--- config.mk ---
export PLATFORM = sky130hd
export DESIGN_NAME = wpt_top
export DESIGN_NICKNAME = d
export VERILOG_FILES = /design/src/shared/wpt_pkg.sv /design/src/hdl/wpt_div512.sv /design/src/hdl/wpt_svc_seq.sv /design/src/hdl/wpt_top.sv
export SDC_FILE = /design/constraint.sdc
export NUM_CORES = 1
export LEC_CHECK = 0
export BUFFER_PORTS_ARGS = -buffer_cell sky130_fd_sc_hd__buf_4
export CAP_MARGIN = 0
export CORE_MARGIN = 3
export CORE_UTILIZATION = 35
export DETAILED_ROUTE_END_ITERATION = 12
export PLACE_DENSITY = 0.52
export SETUP_SLACK_MARGIN = 0.15
export SLEW_MARGIN = 20
export SYNTH_ARGS = -nofsm -noshare
export SYNTH_HDL_FRONTEND = slang
export SYNTH_SLANG_ARGS = --single-unit
--- constraint.sdc ---
create_clock -name clock -period 2.45 [get_ports clock]
set_input_delay 0.49 -clock clock [delete_from_list [all_inputs] [get_ports clock]]
set_output_delay 0.49 -clock clock [all_outputs]
set_load 0.02 [all_outputs]
--- src/shared/wpt_pkg.sv ---
/*
  constants shared by the watchdog / periodic timer block: register offsets,
  field positions, reset values and counter figures.
  assumes a byte-addressed 8-bit register offset and 16-bit register data.
*/
package wpt_pkg;

  // ==========================================================================
  // register offsets
  localparam logic [7:0] WPT_OFF_CONFIG = 8'h00;
  localparam logic [7:0] WPT_OFF_PROT   = 8'h21;
  localparam logic [7:0] WPT_OFF_PCTRL  = 8'h22;
  localparam logic [7:0] WPT_OFF_PMOD   = 8'h24;
  localparam logic [7:0] WPT_OFF_SVC    = 8'h27;

  // ==========================================================================
  // field positions
  localparam int WPT_CFG_FREEZE_BIT = 14;
  localparam int WPT_PROT_EN_BIT    = 7;
  localparam int WPT_PROT_PRE_BIT   = 6;
  localparam int WPT_PROT_TIM_LSB   = 4;
  localparam int WPT_PCTRL_LVL_LSB  = 8;
  localparam int WPT_PMOD_PRE_BIT   = 8;

  // ==========================================================================
  // reset values
  localparam logic       WPT_RST_WD_EN  = 1'b1;
  localparam logic [1:0] WPT_RST_WD_TIM = 2'h0;
  localparam logic [2:0] WPT_RST_LVL    = 3'h0;
  localparam logic [7:0] WPT_RST_VECTOR = 8'h0f;
  localparam logic [7:0] WPT_RST_MOD    = 8'h00;

  // ==========================================================================
  // service sequence and counting figures
  localparam logic [7:0] WPT_SVC_ARM    = 8'h55;
  localparam logic [7:0] WPT_SVC_FIRE   = 8'haa;
  localparam int         WPT_PRESCALE   = 512;
  localparam int         WPT_REF_DIV    = 4;
  localparam int         WPT_WD_EXP_MIN = 9;
  localparam int         WPT_WD_EXP_STP = 2;
  localparam logic [1:0] WPT_STRAP_AT   = 2'h2;

endpackage

--- src/hdl/wpt_div512.sv ---
/*
  divide-by-512 tick prescaler with bypass.
  assumes tick_in is a one-cycle pulse on the same clock.
*/
`timescale 1ns/1ps
module wpt_div512 (
  input  wire logic clock,
  input  wire logic rst_n,
  input  wire logic tick_in,
  input  wire logic bypass,
  output logic      tick_out
);
  import wpt_pkg::*;

  typedef struct packed {
    logic [8:0] cnt;
  } wpt_div_st_t;

  wpt_div_st_t st_q;
  wpt_div_st_t st_d;

  localparam logic [8:0] LAST = 9'(WPT_PRESCALE - 1);

  // ==========================================================================
  // prescaler
  always_comb begin
    st_d     = st_q;
    tick_out = tick_in & (bypass | (st_q.cnt == LAST));
    if (tick_in && !bypass) begin
      st_d.cnt = st_q.cnt + 9'h001;
    end
  end

  always_ff @(posedge clock or negedge rst_n) begin
    if (!rst_n) begin
      st_q <= '0;
    end else begin
      st_q <= st_d;
    end
  end

endmodule

--- src/hdl/wpt_svc_seq.sv ---
/*
  watchdog service sequence detector: arm byte, then fire byte.
  assumes wr is a one-cycle write strobe already decoded to the service register.
*/
`timescale 1ns/1ps
module wpt_svc_seq (
  input  wire logic       clock,
  input  wire logic       rst_n,
  input  wire logic       wr,
  input  wire logic [7:0] wdata,
  output logic            done
);
  import wpt_pkg::*;

  typedef enum logic [1:0] {
    SVC_IDLE  = 2'b01,
    SVC_ARMED = 2'b10
  } wpt_svc_state_t;

  typedef struct packed {
    wpt_svc_state_t state;
  } wpt_svc_st_t;

  wpt_svc_st_t st_q;
  wpt_svc_st_t st_d;

  // ==========================================================================
  // sequence; unrelated writes leave the armed state alone
  always_comb begin
    st_d = st_q;
    done = 1'b0;
    unique case (st_q.state)
      SVC_IDLE: begin
        if (wr && wdata == WPT_SVC_ARM) begin
          st_d.state = SVC_ARMED;
        end
      end
      SVC_ARMED: begin
        if (wr && wdata == WPT_SVC_FIRE) begin
          done       = 1'b1;
          st_d.state = SVC_IDLE;
        end
      end
      default: begin
        st_d.state = SVC_IDLE;
      end
    endcase
  end

  always_ff @(posedge clock or negedge rst_n) begin
    if (!rst_n) begin
      st_q.state <= SVC_IDLE;
    end else begin
      st_q <= st_d;
    end
  end

endmodule

--- src/hdl/wpt_top.sv ---
/*
  software watchdog and periodic interrupt timer with register port.
  assumes a single 100 MHz clock, ref_tick a one-cycle pulse per reference
  clock period on that clock, and clock_mode_pin / freeze_in from outside.
*/
// Implementation choices: the strobed register port and the register addresses.
`timescale 1ns/1ps
module wpt_top (
  input  wire logic        clock,
  input  wire logic        rst_n,
  input  wire logic [7:0]  addr,
  input  wire logic [15:0] wdata,
  input  wire logic        wr,
  input  wire logic        rd,
  output logic      [15:0] rdata,
  input  wire logic        clock_mode_pin,
  input  wire logic        freeze_in,
  input  wire logic        ref_tick,
  input  wire logic [2:0]  ext_irq_level,
  input  wire logic        iack,
  input  wire logic [2:0]  iack_level,
  output logic      [2:0]  irq_level,
  output logic             irq_is_periodic,
  output logic      [7:0]  iack_vector,
  output logic             iack_vector_valid,
  output logic             wd_reset_req
);
  import wpt_pkg::*;

  typedef struct packed {
    logic        pin_s1;
    logic        pin_s2;
    logic        frz_s1;
    logic        frz_s2;
    logic [1:0]  strap_cnt;
    logic        frz_bit;
    logic        wd_en;
    logic        wd_pre;
    logic [1:0]  wd_tim;
    logic        wd_locked;
    logic        act_pre;
    logic [1:0]  act_tim;
    logic [15:0] wd_cnt;
    logic        wd_rst;
    logic [2:0]  pit_lvl;
    logic [7:0]  periodic_vector;
    logic        pit_pre;
    logic [7:0]  pit_mod;
    logic [7:0]  pit_cnt;
    logic [1:0]  ref_div;
    logic        pend;
    logic [7:0]  vec;
    logic        vec_vld;
    logic [15:0] rdata;
  } wpt_main_st_t;

  wpt_main_st_t st_q;
  wpt_main_st_t st_d;

  logic halt;
  logic wd_tick_raw;
  logic wd_tick;
  logic pit_tick_raw;
  logic pit_tick;
  logic svc_done;
  logic pit_event;
  logic claim;
  logic [2:0] pit_req;

  // ==========================================================================
  // helpers
  function automatic logic [15:0] wd_last(input logic [1:0] tim);
    logic [4:0] e;
    e = 5'(WPT_WD_EXP_MIN) + 5'({tim, 1'b0});
    wd_last = (16'h0001 << e) - 16'h0001;
  endfunction

  function automatic logic [2:0] max_level(input logic [2:0] a, input logic [2:0] b);
    max_level = (a >= b) ? a : b;
  endfunction

  // ==========================================================================
  // prescalers and service detector
  wpt_div512 u_wd_pre (
    .clock    (clock),
    .rst_n    (rst_n),
    .tick_in  (wd_tick_raw),
    .bypass   (!st_q.act_pre),
    .tick_out (wd_tick)
  );

  wpt_div512 u_pit_pre (
    .clock    (clock),
    .rst_n    (rst_n),
    .tick_in  (pit_tick_raw),
    .bypass   (!st_q.pit_pre),
    .tick_out (pit_tick)
  );

  wpt_svc_seq u_svc (
    .clock (clock),
    .rst_n (rst_n),
    .wr    (wr && addr == WPT_OFF_SVC),
    .wdata (wdata[7:0]),
    .done  (svc_done)
  );

  // ==========================================================================
  // combinational terms
  assign halt         = st_q.frz_bit & st_q.frz_s2;
  assign wd_tick_raw  = st_q.wd_en & !halt;
  // four reference periods per base tick; keeps running at level zero
  assign pit_tick_raw = ref_tick & !halt & (st_q.ref_div == 2'(WPT_REF_DIV - 1));
  assign pit_event    = pit_tick & (st_q.pit_mod != 8'h00) & (st_q.pit_cnt <= 8'h01);
  assign pit_req      = st_q.pend ? st_q.pit_lvl : 3'h0;
  assign claim        = iack & st_q.pend & (iack_level == st_q.pit_lvl);

  assign irq_level         = max_level(pit_req, ext_irq_level);
  assign irq_is_periodic   = st_q.pend & (pit_req >= ext_irq_level);
  assign iack_vector       = st_q.vec;
  assign iack_vector_valid = st_q.vec_vld;
  assign wd_reset_req      = st_q.wd_rst;
  assign rdata             = st_q.rdata;

  // ==========================================================================
  // next state
  always_comb begin
    st_d         = st_q;
    st_d.pin_s1  = clock_mode_pin;
    st_d.pin_s2  = st_q.pin_s1;
    st_d.frz_s1  = freeze_in;
    st_d.frz_s2  = st_q.frz_s1;
    st_d.wd_rst  = 1'b0;
    st_d.vec_vld = 1'b0;
    st_d.rdata   = 16'h0000;

    // strap capture once the pin has crossed both flops
    if (st_q.strap_cnt != 2'h3) begin
      st_d.strap_cnt = st_q.strap_cnt + 2'h1;
    end
    if (st_q.strap_cnt == WPT_STRAP_AT) begin
      st_d.pit_pre = !st_q.pin_s2;
      if (!st_q.wd_locked) begin
        st_d.wd_pre  = !st_q.pin_s2;
        st_d.act_pre = !st_q.pin_s2;
      end
    end

    // register writes
    if (wr) begin
      unique case (addr)
        WPT_OFF_CONFIG: st_d.frz_bit = wdata[WPT_CFG_FREEZE_BIT];
        WPT_OFF_PROT: begin
          if (!st_q.wd_locked) begin
            st_d.wd_en     = wdata[WPT_PROT_EN_BIT];
            st_d.wd_pre    = wdata[WPT_PROT_PRE_BIT];
            st_d.wd_tim    = wdata[WPT_PROT_TIM_LSB +: 2];
            st_d.wd_locked = 1'b1;
          end
        end
        WPT_OFF_PCTRL: begin
          st_d.pit_lvl = wdata[WPT_PCTRL_LVL_LSB +: 3];
          st_d.periodic_vector     = wdata[7:0];
        end
        WPT_OFF_PMOD: begin
          st_d.pit_pre = wdata[WPT_PMOD_PRE_BIT];
          st_d.pit_mod = wdata[7:0];
          st_d.pit_cnt = wdata[7:0];
        end
        default: ;
      endcase
    end

    // register reads, answered next cycle
    if (rd) begin
      unique case (addr)
        WPT_OFF_CONFIG: st_d.rdata[WPT_CFG_FREEZE_BIT] = st_q.frz_bit;
        WPT_OFF_PROT: begin
          st_d.rdata[WPT_PROT_EN_BIT]       = st_q.wd_en;
          st_d.rdata[WPT_PROT_PRE_BIT]      = st_q.wd_pre;
          st_d.rdata[WPT_PROT_TIM_LSB +: 2] = st_q.wd_tim;
        end
        WPT_OFF_PCTRL: st_d.rdata = {5'h00, st_q.pit_lvl, st_q.periodic_vector};
        WPT_OFF_PMOD:  st_d.rdata = {7'h00, st_q.pit_pre, st_q.pit_mod};
        default:       st_d.rdata = 16'h0000;
      endcase
    end

    // watchdog: the active copy follows the fields on service; the strap capture also loads act_pre
    if (svc_done) begin
      st_d.wd_cnt  = 16'h0000;
      st_d.act_tim = st_q.wd_tim;
      st_d.act_pre = st_q.wd_pre;
    end else if (wd_tick) begin
      if (st_q.wd_cnt == wd_last(st_q.act_tim)) begin
        st_d.wd_rst = 1'b1;
        st_d.wd_cnt = 16'h0000;
      end else begin
        st_d.wd_cnt = st_q.wd_cnt + 16'h0001;
      end
    end

    // periodic timer
    if (ref_tick && !halt) begin
      st_d.ref_div = st_q.ref_div + 2'h1;
    end
    if (pit_tick && st_q.pit_mod != 8'h00 && !(wr && addr == WPT_OFF_PMOD)) begin
      st_d.pit_cnt = pit_event ? st_q.pit_mod : st_q.pit_cnt - 8'h01;
    end

    // request pending: a new event beats a same-cycle acknowledge
    if (claim) begin
      st_d.pend    = 1'b0;
      st_d.vec     = st_q.periodic_vector;
      st_d.vec_vld = 1'b1;
    end
    if (pit_event && st_q.pit_lvl != 3'h0) begin
      st_d.pend = 1'b1;
    end
    if (st_q.pit_lvl == 3'h0 && !(pit_event && st_d.pit_lvl != 3'h0)) begin
      st_d.pend = 1'b0;
    end
  end

  always_ff @(posedge clock or negedge rst_n) begin
    if (!rst_n) begin
      st_q         <= '0;
      st_q.wd_en   <= WPT_RST_WD_EN;
      st_q.wd_tim  <= WPT_RST_WD_TIM;
      st_q.act_tim <= WPT_RST_WD_TIM;
      st_q.pit_lvl <= WPT_RST_LVL;
      st_q.periodic_vector     <= WPT_RST_VECTOR;
      st_q.pit_mod <= WPT_RST_MOD;
    end else begin
      st_q <= st_d;
    end
  end
endmodule

# Word level (Yosys, flattened, before mapping)
# Cells that the tools add are included.
[classes]
reduce_logical = 36
n_mux = 34
n_lt_le_gt_ge = 2
eq_ne = 18
n_shift = 1
add_sub_neg = 8
n_bitwise = 14
[op_table]
columns = ["operator", "count"]
rows = [
  ["$mux W17", 2],
  ["$eq A8 B6 Y1 const B", 4],
  ["$mux W16", 2],
  ["$mux W28", 1],
  ["$add A9 B1 Y9 const B", 2],
  ["$eq A9 B9 Y1 const B", 2],
  ["$add A16 B1 Y16 const B", 1],
  ["$eq A16 B16 Y1", 1],
  ["$mux W8", 2],
  ["$shl A1 B5 Y16 const A", 1],
  ["$sub A16 B1 Y16 const B", 1],
  ["$mux W15", 1],
  ["$reduce_and A2 Y1", 7],
  ["$logic_and A1 B1 Y1", 12],
  ["$mux W1", 12],
  ["$mux W4", 3],
  ["$pmux W4 S3", 1],
  ["$and A1 B1 Y1", 11],
  ["$mux W11", 1],
  ["$mux W10", 1],
  ["$mux W3", 3],
  ["$reduce_bool A3 Y1", 3],
  ["$eq A8 B7 Y1 const B", 1],
  ["$eq A8 B8 Y1 const B", 1],
  ["22 further kinds", 37],
]
[totals]
reg_bits = 108
elab_cells = 140
output_inout_bits = 30
inputBits = 38

# Logic depth before layout (Yosys ltp)
[depth]
ltp_word = 11
depth_mapped = 12
mapped_depth_nobuf = 10

# By module
# From an unflattened synthesis, not the netlist that was laid out.
[unflattened]
hier_cells = 517
hier_area_um2 = 5371.4
[modules_own_cells]
columns = ["mod", "seq_area_each_um2", "cells_each", "instances", "area_each_um2"]
rows = [
  ["wpt_top", 2108.3, 434, 1, 4346.7],
  ["wpt_div512", 225.2, 35, 2, 444.2],
  ["wpt_svc_seq", 51.3, 13, 1, 136.4],
]

# Least setup slack after synthesis
# No wires, ideal clock.
[synth_path]
path_type = "input port to output port"
startpoint = "input port ext_irq_level[0]"
endpoint = "output port irq_level[0]"
t_required_ns = 1.960
cell_stages = 5
t_arrival_ns = 1.753
n_path_buf = 0
setup_slack_ns = 0.207
path_cell_list = "ha_1 -> nand2b_1 -> a21o_1 -> a21o_1 -> o21ai_0"
[synth_between]
elab_chain_cells = 2
[synth_rtl]
columns = ["element", "line", "source"]
rows = [
  ["from (decl)", "wpt_top.sv:19", "input wire logic [2:0] ext_irq_level,"],
  ["$ge A3 B3 Y1", "wpt_top.sv:79", "max_level = (a >= b) ? a : b;"],
  ["$mux W3 *", "wpt_top.sv:79", ""],
  ["to (decl)", "wpt_top.sv:22", "output logic [2:0] irq_level,"],
]
# Mark *: on every way between the ends. The rest lies on a longest branch, timed or not.

# Worst setup path in the final report
[layout_path]
startpoint = "register st_q[25] in the netlist's numbering"
endpoint = "output port irq_level[0]"
[layout_between]
elab_chain_cells = 3
[layout_rtl]
columns = ["element", "line", "source"]
rows = [
  ["from (decl)", "wpt_top.sv:57", "wpt_main_st_t st_q;"],
  ["from (signal assigned)", "wpt_top.sv:235", "st_q <= st_d;"],
  ["$mux W3 *", "wpt_top.sv:115", "assign pit_req = st_q.pend ? st_q.pit_lvl : 3'h0;"],
  ["$ge A3 B3 Y1", "wpt_top.sv:79", ""],
  ["$mux W3 *", "wpt_top.sv:79", ""],
]
# Marks and branches as above.

==> impl_metrics.json <==
{
  "clk_latency_ns": 0.34,
  "ir_drop_mv": 0.356,
  "start_util_pct": 36.3,
  "grt_antenna_before_repair": 0,
  "critPathSlowestCell": "dfrtp_2",
  "die_h_um": 130,
  "die_w_um": 130,
  "drt-total-wl_mm": 12.4,
  "clockRootBuffer": "clkbuf_16",
  "synthFlopType": "dfrtp_1",
  "worst_slew_pin_slew_ns": 0.709,
  "via_count": 3937,
  "cp_cell_sequence": "nand2_1 -> ha_1 -> nand2b_4 -> a21o_1 -> a21o_4 -> nand3_1 -> o21ai_1 -> buf_4",
  "yosys_register_bits": 104,
  "port_buffers": 59,
  "wl_per_cell_um": 16.3,
  "io_pins": 68,
  "drv_slew": 0,
  "overflow": 0,
  "fin_area_mm2": 0.00632,
  "dpl_cell_area_mm2": 0.00593,
  "postSynthAreaPerCell_um2": 10.3,
  "skew_ns": 0.00770,
  "worstPathRequired_ns": 1.96,
  "fin_crit_ns": 2.35,
  "yosysUniqueCellTypes": 68,
  "cts_tree": "yes",
  "grt_pass1_wl_mm": 20.8,
  "grt_max_degree": 49,
  "slowest_delay_ns": 0.39,
  "dr.pass1.iters": 4,
  "netlist_instances": 518,
  "holdBufCountCts": 0,
  "via_per_inst": 5.17,
  "ant_nets": 0,
  "finalPower_mw": 4.64,
  "drc": 0,
  "cts_made_buffers": 9,
  "synth_edf_count": 0,
  "utilization_pct": 42.9,
  "outcome": "finished clean",
  "async_flop_share_pct": 100,
  "core-area_mm2": 0.0148,
  "rows": 44,
  "syn_area_mm2": 0.00535,
  "rsz0062_at_grt": "true",
  "grt_util_all_layers_pct": 15.6,
  "max_freq_mhz": 426,
  "layout.nets": 623,
  "crit_path_start_kind": "register",
  "setup_viol": 0,
  "grt_pass1_vias": 4008,
  "cts.path.max_buffers": 2,
  "p_leak_nw": 2.91,
  "clkTransAtPathRegs_ns": 0.07,
  "critPathKind": "reg2out",
  "drt-initial-drc-count": 275,
  "dpl.hpwl_mm": 8.98,
  "power_density_mw_per_mm2": 734,
  "gp_congestion": 0.820,
  "antennaDiodeCount": 0,
  "fin_tns_setup_ns": 0,
  "hp-class": "in2async",
  "path_max_fanout": 7,
  "yosysWarnings": 0,
  "arrival_ns": 1.86,
  "layout-drive-gt1-share_pct": 27.6,
  "fin_hold_ws_ns": 0.101,
  "synth-seq-area-share_pct": 48.8,
  "dieArea_mm2": 0.0168,
  "syn_to_final_growth_pct": 18.2,
  "max_slew_margin_pct": 52.7,
  "cts_sinks": 104,
  "cp-end-kind": "output pin",
  "htreeDepth": 3,
  "fillers": 1455,
  "period_share_pct": 95.9,
  "max-cap-violations": 0,
  "final-hold-violation-count": 0
}
==> synthesized netlist by cell type, types with 6 or more instances <==
| cell type | number | area, um2 |
|---|---|---|
| a21oi_1 | 18 | 90.1 |
| a22oi_1 | 10 | 75.1 |
| a31oi_1 | 8 | 50.1 |
| and3_1 | 12 | 75.1 |
| buf_4 | 25 | 188 |
| clkbuf_1 | 8 | 30.0 |
| dfrtp_1 | 98 | 2450 |
| dfstp_2 | 6 | 158 |
| ha_1 | 13 | 163 |
| inv_1 | 20 | 75.1 |
| mux2_2 | 30 | 338 |
| nand2_1 | 43 | 161 |
| nand2b_1 | 7 | 43.8 |
| nand3_1 | 20 | 100 |
| nand4_1 | 10 | 62.6 |
| nor2_1 | 44 | 165 |
| nor3_1 | 10 | 50.1 |
| nor4_1 | 6 | 37.5 |
| o21ai_0 | 16 | 80.1 |
| or3_1 | 8 | 50.1 |
| xnor2_1 | 17 | 149 |
| xor2_1 | 9 | 78.8 |
==> layer usage <==
| metal | wire [um] | global-route usage [%] | part of all wire (%) | vias up |
|---|---|---|---|---|
| met3 | 405 | 2.56 | 3.3 | 12 |
| met4 | 172 | 5.38 | 1.4 | 0 |
| met2 | 5710 | 23.6 | 46 | 68 |
| met5 | 0 | 0 | 0 | - |
| met1 | 6130 | 22.9 | 49 | 1941 |
| li1 | - | - | - | 1916 |
==> worst paths after layout <==
kind / startpoint / cells after the start / slack [ns] / end
worst min-delay path: rst_n / 1 / 0.10 / st_q[59]$_DFFE_PN0P_
worst max register to register: u_pit_pre.st_q[5]$_DFFE_PN0P_ / 9 / 0.26 / st_q[33]$_DFFE_PN0P_
worst max-delay path: st_q[25]$_DFFE_PN0P_ / 8 / 0.10 / irq_level[0]
max in group asynchronous: rst_n / 2 / 1.64 / st_q[25]$_DFFE_PN0P_
worst min register to register: st_d[84]$_DFF_PN0_ / 0 / 0.35 / st_q[84]$_DFF_PN0_
min in group clock: freeze_in / 1 / 0.25 / st_d[84]$_DFF_PN0_
==> cell type report <==
class | instances | area (um2) | area share (%)
flip-flops and latches | 104 | 2610 | 41.3
multi-input cells | 358 | 2490 | 39.4
repair buffers | 79 | 626 | 9.89
clock buffers | 13 | 250 | 3.96
well taps | 184 | 230 | 3.64
inverters | 20 | 75.1 | 1.19
clock inverters | 3 | 42.5 | 0.673
==> cell families after synthesis <==
logic type,synth area share [%]
XOR/XNOR,4.26
adder cells (fa/ha/maj),3.04
multiplexers,7.72
buffers and inverters,6.31
other,0.0701
AND/OR/NAND/NOR,19.7
flip-flops,48.8
AO/OA/AOI/OAI,10.2
==> cell usage in the layout (no fill, tap or decap), types with 13 or more instances in the layout <==
| cell | n |
|---|---|
| mux2_2 | 30 |
| nand2_1 | 41 |
| o21ai_0 | 13 |
| dfrtp_1 | 97 |
| nor2_1 | 43 |
| a21oi_1 | 18 |
| xnor2_1 | 17 |
| nand3_1 | 20 |
| buf_4 | 75 |
| inv_1 | 20 |
==> where the power goes <==
part           internal [mW]  switching (mW)  leakage [nW]
clock network          0.820           0.614         0.140
logic                  0.480           0.556          1.48
registers               1.92           0.250          1.29
total                   3.22            1.42          2.91
==> worst max-delay path, delay by kind of cell (launching register included) <==
kind / cells / cell delay (ns)
AO/OA/AOI/OAI: 3 / 0.45
adder cells (fa/ha/maj): 1 / 0.27
buffers and inverters: 1 / 0.15
flip-flops: 1 / 0.39
AND/OR/NAND/NOR: 3 / 0.26
==> registers in the layout, indices dropped and copies added, names as in the netlist, named ones only <==
signal             flops
iack_vector            8
iack_vector_valid      1
u_pit_pre.st_q         9
st_d                   2
st_q                  59
u_svc.st_q             2
wd_reset_req           1
rdata                 12
u_wd_pre.st_q          9
==> per-stage QoR <==
stage,setup WS [ns],instances
global route,0.000945,761
detailed placement,0.0925,741
finish,0.100,761
floorplan,0.207,521
global placement,0.124,741
CTS,0.0755,760
==> what timing repair did <==
action                     CTS  global route
setup endpoints to repair    7            14
gates cloned                 0             0
pin swaps                    7             2
gates resized for setup     12             8
buffers inserted             3             1
Note: power is estimated with default switching activity, not from simulation.
